$ cat src/hw/mfsc_regs.vh
// Purpose: constants for the memory fault status capture block
// Assumes: 32-bit address space, 8-bit status byte
// Notes:   offsets are word addresses on the plain register port
`ifndef MFSC_REGS_VH
`define MFSC_REGS_VH
`define MFSC_OFF_STATUS      4'h0
`define MFSC_OFF_ADDR        4'h1
`define MFSC_OFF_IRQ_STATUS  4'h2
`define MFSC_OFF_IRQ_MASK    4'h3
`define MFSC_BIT_FETCH       0
`define MFSC_BIT_DATA        1
`define MFSC_BIT_RSVD        2
`define MFSC_BIT_POP         3
`define MFSC_BIT_PUSH        4
`define MFSC_BIT_VALID       7
`define MFSC_STATUS_RESET    8'h00
`define MFSC_ADDR_RESET      32'h0000_0000
`define MFSC_MASK_RESET      8'h00
`endif

$ cat src/hw/mfsc_flag.v
// Purpose: one sticky write-one-to-clear status flag
// Assumes: set and clear are single-cycle pulses on clk
// Notes:   set wins over a clear in the same cycle
`timescale 1ns/1ps
module mfsc_flag (
    // clock and reset
    input  wire clk,
    input  wire rst_b,
    // control
    input  wire set,
    input  wire clr,
    // state
    output reg  flag
);
    always @(posedge clk or negedge rst_b) begin
        if (!rst_b) begin
            flag <= 1'b0;
        end else if (set) begin
            flag <= 1'b1;
        end else if (clr) begin
            flag <= 1'b0;
        end
    end
endmodule // mfsc_flag

$ cat src/hw/mfsc_irq.v
// Purpose: sticky event status cleared on read, mask, level interrupt
// Assumes: events are single-cycle pulses
// Notes:   an event in the reading cycle survives the clear
`timescale 1ns/1ps
module mfsc_irq #(
    parameter W = 8
) (
    // clock and reset
    input  wire         clk,
    input  wire         rst_b,
    // events and control
    input  wire [W-1:0] event_in,
    input  wire         rd_clear,
    input  wire         mask_we,
    input  wire [W-1:0] mask_wdata,
    // state
    output reg  [W-1:0] status,
    output reg  [W-1:0] mask,
    output wire         irq
);
    always @(posedge clk or negedge rst_b) begin
        if (!rst_b) begin
            status <= {W{1'b0}};
            mask   <= {W{1'b0}};
        end else begin
            status <= (rd_clear ? {W{1'b0}} : status) | event_in;
            if (mask_we) begin
                mask <= mask_wdata;
            end
        end
    end
    assign irq = |(status & mask);
endmodule // mfsc_irq

$ cat src/hw/mfsc_top.v
// Summary of operation
// - stacking fault on entry sets bit 4
// - push fault: adjust pointer, no address capture
// - unstacking fault on return sets bit 3
// - pop fault: chain, keep stack, no capture
// - forbidden load or store sets bit 1
// - data fault: faulting pc, capture address
// - fetch from non-executable place sets bit 0
// - execute-never fetch faults even unit disabled
// - fetch fault: faulting pc, no capture
// - flags reset zero, clear on written one
// - bit 2 reserved, reads zero, read-only
// - bit 7 marks captured address valid
//
// Purpose: memory protection fault status byte with address capture
// Assumes: core signals are synchronous to clk, one-cycle pulses
//          checker verdicts arrive in the cycle of their request
// Notes:   core control outputs are combinational decisions
//          reserved bits 2, 5 and 6 ignore writes and read zero
//          several causes in one cycle each set their own flag
//          the address register is only ever loaded by a data fault
`timescale 1ns/1ps
`include "mfsc_regs.vh"
module mfsc_top (
    // clock and reset
    input  wire        clk,
    input  wire        rst_b,
    // register port
    input  wire [3:0]  reg_addr,
    input  wire [31:0] reg_wdata,
    input  wire        reg_wr,
    input  wire        reg_rd,
    output reg  [31:0] reg_rdata,
    // protection checker and core events
    input  wire        unit_enable,
    input  wire        fetch_req,
    input  wire        fetch_no_exec,
    input  wire        fetch_execute_never,
    input  wire        data_req,
    input  wire        data_forbidden,
    input  wire [31:0] data_address,
    input  wire        push_req,
    input  wire        push_fault,
    input  wire        pop_req,
    input  wire        pop_fault,
    // decisions back to the core
    output wire        fault_taken,
    output wire        pc_at_faulting,
    output wire        sp_adjust,
    output wire        chain_to_handler,
    output wire        skip_context_save,
    output wire        context_suspect,
    // interrupt
    output wire        irq
);
    // decoded register accesses
    wire        wr_status;
    wire        rd_irq_status;
    wire        wr_irq_mask;

    // qualified checker verdicts
    wire        fetch_never_hit;
    wire        fetch_perm_hit;
    wire        fetch_event;
    wire        data_event;
    wire        push_event;
    wire        pop_event;
    wire [3:0]  fault_cause;

    // flag state in status byte layout
    reg  [7:0]  flag_set;
    reg  [7:0]  flag_clr;
    wire [7:0]  flag_q;
    reg  [7:0]  status_byte;

    // interrupt state
    reg  [7:0]  irq_event;
    wire [7:0]  irq_status;
    wire [7:0]  irq_mask;

    // fault address capture
    reg  [31:0] fault_address_capture;
    reg  [31:0] next_fault_address_capture;

    // core decisions
    reg         decide_fault;
    reg         decide_pc;
    reg         decide_sp;
    reg         decide_chain;
    reg         decide_skip;
    reg         decide_suspect;

    // read path: zero-extended views of each register
    wire [31:0] view_status;
    wire [31:0] view_addr;
    wire [31:0] view_irq_status;
    wire [31:0] view_irq_mask;
    reg  [31:0] next_reg_rdata;

    // number of positions in the status byte
    localparam NFLAGS = 8;

    // writable bits of the status byte; the rest are reserved
    localparam [7:0] LIVE_MASK = (8'h01 << `MFSC_BIT_FETCH) | (8'h01 << `MFSC_BIT_DATA)
                               | (8'h01 << `MFSC_BIT_POP) | (8'h01 << `MFSC_BIT_PUSH)
                               | (8'h01 << `MFSC_BIT_VALID);

    // register indices on the plain port
    localparam [3:0] IDX_STATUS     = `MFSC_OFF_STATUS;
    localparam [3:0] IDX_ADDR       = `MFSC_OFF_ADDR;
    localparam [3:0] IDX_IRQ_STATUS = `MFSC_OFF_IRQ_STATUS;
    localparam [3:0] IDX_IRQ_MASK   = `MFSC_OFF_IRQ_MASK;

    // register port decode; writes to other indices are ignored
    assign wr_status     = reg_wr & (reg_addr == IDX_STATUS);
    assign rd_irq_status = reg_rd & (reg_addr == IDX_IRQ_STATUS);
    assign wr_irq_mask   = reg_wr & (reg_addr == IDX_IRQ_MASK);

    // execute-never is checked regardless of unit_enable
    assign fetch_never_hit = fetch_req & fetch_execute_never;
    assign fetch_perm_hit  = fetch_req & unit_enable & fetch_no_exec;
    assign fetch_event     = fetch_never_hit | fetch_perm_hit;
    assign data_event      = data_req & unit_enable & data_forbidden;
    assign push_event      = push_req & unit_enable & push_fault;
    assign pop_event       = pop_req & unit_enable & pop_fault;

    // any one cause is enough for the core to take the fault
    assign fault_cause = {pop_event, push_event, data_event, fetch_event};

    // several causes may land in one cycle; each keeps its own flag
    always @* begin
        flag_set                  = 8'h00;
        flag_set[`MFSC_BIT_FETCH] = fetch_event;
        flag_set[`MFSC_BIT_DATA]  = data_event;
        flag_set[`MFSC_BIT_POP]   = pop_event;
        flag_set[`MFSC_BIT_PUSH]  = push_event;
        flag_set[`MFSC_BIT_VALID] = data_event;
    end

    // write-one-to-clear; zeros and reserved bits leave flags alone
    always @* begin
        flag_clr = 8'h00;
        if (wr_status) begin
            flag_clr = reg_wdata[7:0] & LIVE_MASK;
        end
    end

    // one sticky flag per live bit; set beats a clear in the same cycle
    genvar i;

    generate
        for (i = 0; i < NFLAGS; i = i + 1) begin : g_flag
            if (LIVE_MASK[i] == 1'b1) begin : g_live
                mfsc_flag u_flag (
                    .clk   (clk),
                    .rst_b (rst_b),
                    .set   (flag_set[i]),
                    .clr   (flag_clr[i]),
                    .flag  (flag_q[i])
                );
            end else begin : g_rsvd
                assign flag_q[i] = 1'b0;
            end
        end
    endgenerate

    // reserved positions read as zero whatever was written
    always @* begin
        status_byte = flag_q & LIVE_MASK;
    end

    // only data faults load the address; other causes keep the old value
    always @* begin
        next_fault_address_capture = fault_address_capture;
        if (data_event) begin
            next_fault_address_capture = data_address;
        end
    end

    // stacking, unstacking and fetch faults leave the address alone
    always @(posedge clk or negedge rst_b) begin
        if (!rst_b) begin
            fault_address_capture <= `MFSC_ADDR_RESET;
        end else begin
            fault_address_capture <= next_fault_address_capture;
        end
    end

    // decisions are combinational so the core can act in the access cycle
    always @* begin
        decide_fault = |fault_cause;
        decide_pc    = 1'b0;
        if (fetch_event) begin
            decide_pc = 1'b1;
        end
        if (data_event) begin
            decide_pc = 1'b1;
        end
    end

    // a faulty push still moves the pointer; a faulty pop must not
    always @* begin
        decide_sp = 1'b0;
        if (push_req) begin
            decide_sp = 1'b1;
        end
        if (pop_event) begin
            decide_sp = 1'b0;
        end
    end

    // a pop fault chains straight on and leaves the old frame in place
    always @* begin
        decide_chain = 1'b0;
        decide_skip  = 1'b0;
        if (pop_event) begin
            decide_chain = 1'b1;
            decide_skip  = 1'b1;
        end
    end

    // the frame written by a faulty push may hold wrong values
    always @* begin
        decide_suspect = 1'b0;
        if (push_event) begin
            decide_suspect = 1'b1;
        end
    end

    // decision outputs
    assign fault_taken       = decide_fault;
    assign pc_at_faulting    = decide_pc;
    assign sp_adjust         = decide_sp;
    assign chain_to_handler  = decide_chain;
    assign skip_context_save = decide_skip;
    assign context_suspect   = decide_suspect;

    // interrupt events share the status layout; address-valid has no event
    always @* begin
        irq_event                  = 8'h00;
        irq_event[`MFSC_BIT_FETCH] = fetch_event;
        irq_event[`MFSC_BIT_DATA]  = data_event;
        irq_event[`MFSC_BIT_POP]   = pop_event;
        irq_event[`MFSC_BIT_PUSH]  = push_event;
    end

    // the interrupt side keeps its own copy, cleared by reading it
    mfsc_irq #(
        .W (8)
    ) u_irq (
        .clk        (clk),
        .rst_b      (rst_b),
        .event_in   (irq_event),
        .rd_clear   (rd_irq_status),
        .mask_we    (wr_irq_mask),
        .mask_wdata (reg_wdata[7:0]),
        .status     (irq_status),
        .mask       (irq_mask),
        .irq        (irq)
    );

    // byte registers sit in the low bits of the read word
    assign view_status     = {24'h00_0000, status_byte};
    assign view_addr       = fault_address_capture;
    assign view_irq_status = {24'h00_0000, irq_status};
    assign view_irq_mask   = {24'h00_0000, irq_mask};

    // read data stands one cycle after the strobe; unmapped reads zero
    always @* begin
        next_reg_rdata = 32'h0000_0000;
        if (reg_rd) begin
            case (reg_addr)
                IDX_STATUS: begin
                    next_reg_rdata = view_status;
                end
                IDX_ADDR: begin
                    next_reg_rdata = view_addr;
                end
                IDX_IRQ_STATUS: begin
                    next_reg_rdata = view_irq_status;
                end
                IDX_IRQ_MASK: begin
                    next_reg_rdata = view_irq_mask;
                end
                default: begin
                    next_reg_rdata = 32'h0000_0000;
                end
            endcase
        end
    end

    // holding zero outside the answer cycle keeps stale data off the bus
    always @(posedge clk or negedge rst_b) begin
        if (!rst_b) begin
            reg_rdata <= 32'h0000_0000;
        end else begin
            reg_rdata <= next_reg_rdata;
        end
    end
endmodule // mfsc_top

$ cat config.mk
export PLATFORM = sky130hd
export DESIGN_NAME = mfsc_top
export DESIGN_NICKNAME = d
export VERILOG_FILES = /design/src/hw/mfsc_flag.v /design/src/hw/mfsc_irq.v /design/src/hw/mfsc_top.v
export VERILOG_INCLUDE_DIRS = /design/src /design/src/hw
export SDC_FILE = /design/constraint.sdc
export NUM_CORES = 1
export LEC_CHECK = 0
export BUFFER_PORTS_ARGS = -buffer_cell sky130_fd_sc_hd__buf_2
export CAP_MARGIN = 40
export CORE_MARGIN = 1.5
export CORE_UTILIZATION = 48
export CTS_CLUSTER_DIAMETER = 120
export DETAILED_ROUTE_END_ITERATION = 6
export GPL_TIMING_DRIVEN = 1
export PLACE_DENSITY = 0.79
export SYNTH_ARGS = -nofsm -noshare
export SYNTH_HDL_FRONTEND = slang
export SYNTH_SLANG_ARGS = --single-unit
$ cat constraint.sdc
create_clock -name clk -period 1 [get_ports clk]
set_input_delay 0.05 -clock clk [delete_from_list [all_inputs] [get_ports clk]]
set_output_delay 0.05 -clock clk [all_outputs]
set_load 0.05 [all_outputs]
==> impl_results.md <==
* Router iterations before antenna repair at 4
* Gr ovfl total at 0
* XOR/XNOR Fraction of Synth Area at 0
* Hold Crit Class: primary input to flop
* Max-slew violation count at 0
* Die Height at about 84 um
* Worst-Margin Slew at roughly 370 ps
* Rows at 29
* Clock sinks at 81
* Leak Pwr at between 2 and 3 nW
* Worst-skew pair later-pin latency at 340 ps
* Vias at about 2600
* Cell variety after synth at 28
* Area growth, synth to finish at 47.99%
* Post-route DRC at 0
* Sw power at between 2 and 2.5 mW
* Wire length on met2 at just over 4000 um
* Tot GR Track Use at 0.2299
* Clock root buffer: clkbuf_8
* Synth Area in Simple Gates at 0.2245
* Buffers on Ports at between 90 and 100
* Width of the die at around 84 um
* Critical Path RT at 950 ps
* Avg Inst Size Synth at between 10 and 15 um^2
* Slowest stage delay, CP at just over 400 ps
* Number of global-route vias before repair at roughly 2700
* # fillers at roughly 430
* Post-layout min period at 1271 ps
* Worst-path cell chain: a22oi_2 > nand2_1 > buf_6
* Failing checks: setup timing
* Top sig layer: met4
* Initial Utilization at 0.4993
* Dpl hpwl at slightly above 5000 um
* Post-route ant nets at 0
* Worst relative slew slack at 0.7501
* I/O pin count at approximately 120
* Initial antenna violation count at 0
* Final Hold Fails at 0
* Ys Warns at 0
* Logic pwr share at 0.168
* FMAX at 787.0 MHz
* Clk buf depth at 2
* # diodes at 0
* Dpl ws at -274.8 ps
* Worst Setup Slack, final at -270.6 ps
* Mapped Nets at approximately 370
* Status: complete, but fails checks
* Detailed router's first-iteration violation count at between 150 and 200
* Gate Count Post-Synth at ~290
* CTS tree: yes
* Crit path arrival time at 1220 ps
* Vias per inst at 4.958
* Compound-Gate Fraction of Synth Area at 0.03710
* First-pass GRT wire length at roughly 13000 um
* Largest net degree at the start of global routing at 34
* Seq/Total Area, Yosys at 0.6393
* Layout Skew at approximately 5.7 ps
* Wl on met1 at 3151 um
* Buf/Inv on CP at 1
* Worst R2R Path Depth at 4
* RSZ-0062 raised after global routing: true
* Crit path kind: flop to output pin
* Mapped Area at 3171 um^2
* Clock transition at path regs at roughly 80 ps
* CP max FO at 2
* Max-cap violations at 0
* Core Box Area at approximately 6300 um^2
* Synth Register Bits at between 80 and 90
* Worst setup SP type: flop
* Htree depth at 3
* Worst hold path depth at 2
* Multi-input gate area at roughly 1100 um^2
* WL/cell at ~15 um
* Finish-stage setup viols at 5
* Maximum vdd drop at 928.4 uV
* # nets final at ~530
* Sequential power share at 0.478
* Crit-path slowest cell: dfrtp_1
* Final period util at 1.271
* Share of layout cells above drive strength 1 at 0.3356
* WL met3 at 448 um
* Internal Power at ~5.9 mW
* Clock share of power at 0.354
* Final hold slack at between 20 and 25 ps
* Synth Area in Adders at 0
* Mux cell area share after synthesis at 0.07577
* GPL Wtd Cong at 0.8221
* Top delay family on crit path: flip-flops
* Register area at a little over 2000 um^2
* Die area at just over 7000 um^2
* CP Depth at 3
* Sw Ratio at 0.2545
* Crit end category: output pin
* Inserted Clock Buffers at 9
* Cell Pwr Density at 1698 nW/um^2
* Routed WL at 7940 um
* Largest family of logic cells by synthesized area: simple AND/OR/NAND/NOR gates
## placed cells by master, fill, tap and decap left out, drive strengths merged, types with 6 or more instances in the layout
| cell | Yosys | final |
|---|---|---|
| dfrtp | 81 | 81 |
| nor2 | 10 | 10 |
| buf | 7 | 108 |
| clkbuf | 6 | 19 |
| mux2 | 8 | 8 |
| and2 | 25 | 25 |
| nand2 | 101 | 101 |
| mux2i | 12 | 12 |
| dlygate4sd3 | 0 | 43 |
| and3 | 6 | 6 |
## what timing repair did
action                                 in CTS  in global routing
hold buffers                               42                  2
pin swaps                                   1                  9
gates resized for setup                    11                 34
endpoints found under the hold margin     127                  1
setup buffers                               5                  4
gates cloned                                0                  0
setup endpoints to repair                   9                 25
## cells by family (layout without fill, tap and decap cells)
| family | after synthesis | in the layout |
|---|---|---|
| simple gates | 153 | 153 |
| flops | 81 | 81 |
| mux | 20 | 20 |
| compound gates | 17 | 17 |
| buf+inv | 16 | 179 |
## power groups by stage
stage               combinational (mW)  clock (mW)  sequential (mW)
finish                            1.34        2.82             3.81
global route                      1.45        3.06             3.85
CTS                               1.27        2.87             3.79
detailed placement                1.04           0             3.86
global placement                  1.01           0             3.84
floorplan                        0.601           0             3.85
## through the flow
stage                 util  std cells  area [um^2]  setup TNS (ps)  power [mW]
global route        0.7389        527         4692          -721.6       8.353
detailed placement  0.6083        462         3862           -4923       4.902
CTS                 0.7234        524         4593          -774.4       7.926
floorplan                -        287         3172          -739.1       4.454
finish              0.7389        527         4692          -526.3       7.966
global placement    0.6083        462         3862           -4482       4.842
## worst register-to-register path, cell delays in order (launching register included)
cell,delay [ps]
dfrtp_1,410
buf_4,150
mux2i_2,170
o22ai_1,110
and3_1,170
## worst paths after layout
path                       slack, ps                                    end                             startpoint
setup / recovery                -270                                    irq              u_irq.mask[4]$_DFFE_PN0P_
hold / removal                    20                 reg_rdata[4]$_DFF_PN0_                                 reg_rd
setup reg to reg                -110                 reg_rdata[4]$_DFF_PN0_              u_irq.mask[4]$_DFFE_PN0P_
hold reg to reg                  470  fault_address_capture[12]$_DFFE_PN0P_  fault_address_capture[12]$_DFFE_PN0P_
max in group asynchronous        400                 reg_rdata[8]$_DFF_PN0_                                  rst_b
min in group asynchronous        130                reg_rdata[24]$_DFF_PN0_                                  rst_b
## layout make-up
class / count / share of cell area
Clock buffer: 9 / 0.02640
Multi-Input combinational cell: 190 / 0.2328
Timing Repair Buffer: 161 / 0.2611
Tap cell: 77 / 0.02053
Sequential cell: 81 / 0.4320
Inverter: 3 / 0.002400
Clock inverter: 6 / 0.02480
## metal layers
layer,global-route usage,up-vias
met3,0.03638,23
met4,0.1192,0
met5,0,-
met1,0.2907,1251
met2,0.3840,97
li1,-,1242
## state kept, by name (all words and copies together) (netlist names)
| register | flops |
|---|---|
| fault_address_capture | 32 |
| g_flag.g_live.u_flag.flag | 5 |
| reg_rdata | 32 |
| u_irq.mask | 8 |
| u_irq.status | 4 |
## synth_stat cells
master,n,area share
mux2_4,8,0.038
clkbuf_1,6,0.0071
or3b_2,1,0.0028
mux2i_1,12,0.038
inv_1,3,0.0036
o41ai_1,1,0.0028
nor2_1,8,0.0095
nand4_1,1,0.0020
and3_1,6,0.012
nor2_8,1,0.0063
nand2_1,101,0.12
o22ai_1,4,0.0079
or3_1,1,0.0020
and2_1,25,0.049
nor3_2,1,0.0032
buf_4,2,0.0047
a31oi_1,4,0.0079
buf_2,5,0.0079
nand4bb_1,1,0.0036
dfrtp_1,81,0.64
a22o_1,1,0.0028
a21o_1,4,0.0095
a22oi_1,2,0.0047
nor2_2,1,0.0020
nand4b_1,1,0.0028
o21ai_0,1,0.0016
nand3_1,4,0.0063
or3b_4,1,0.0036
Note: power is estimated with default switching activity, not from simulation.
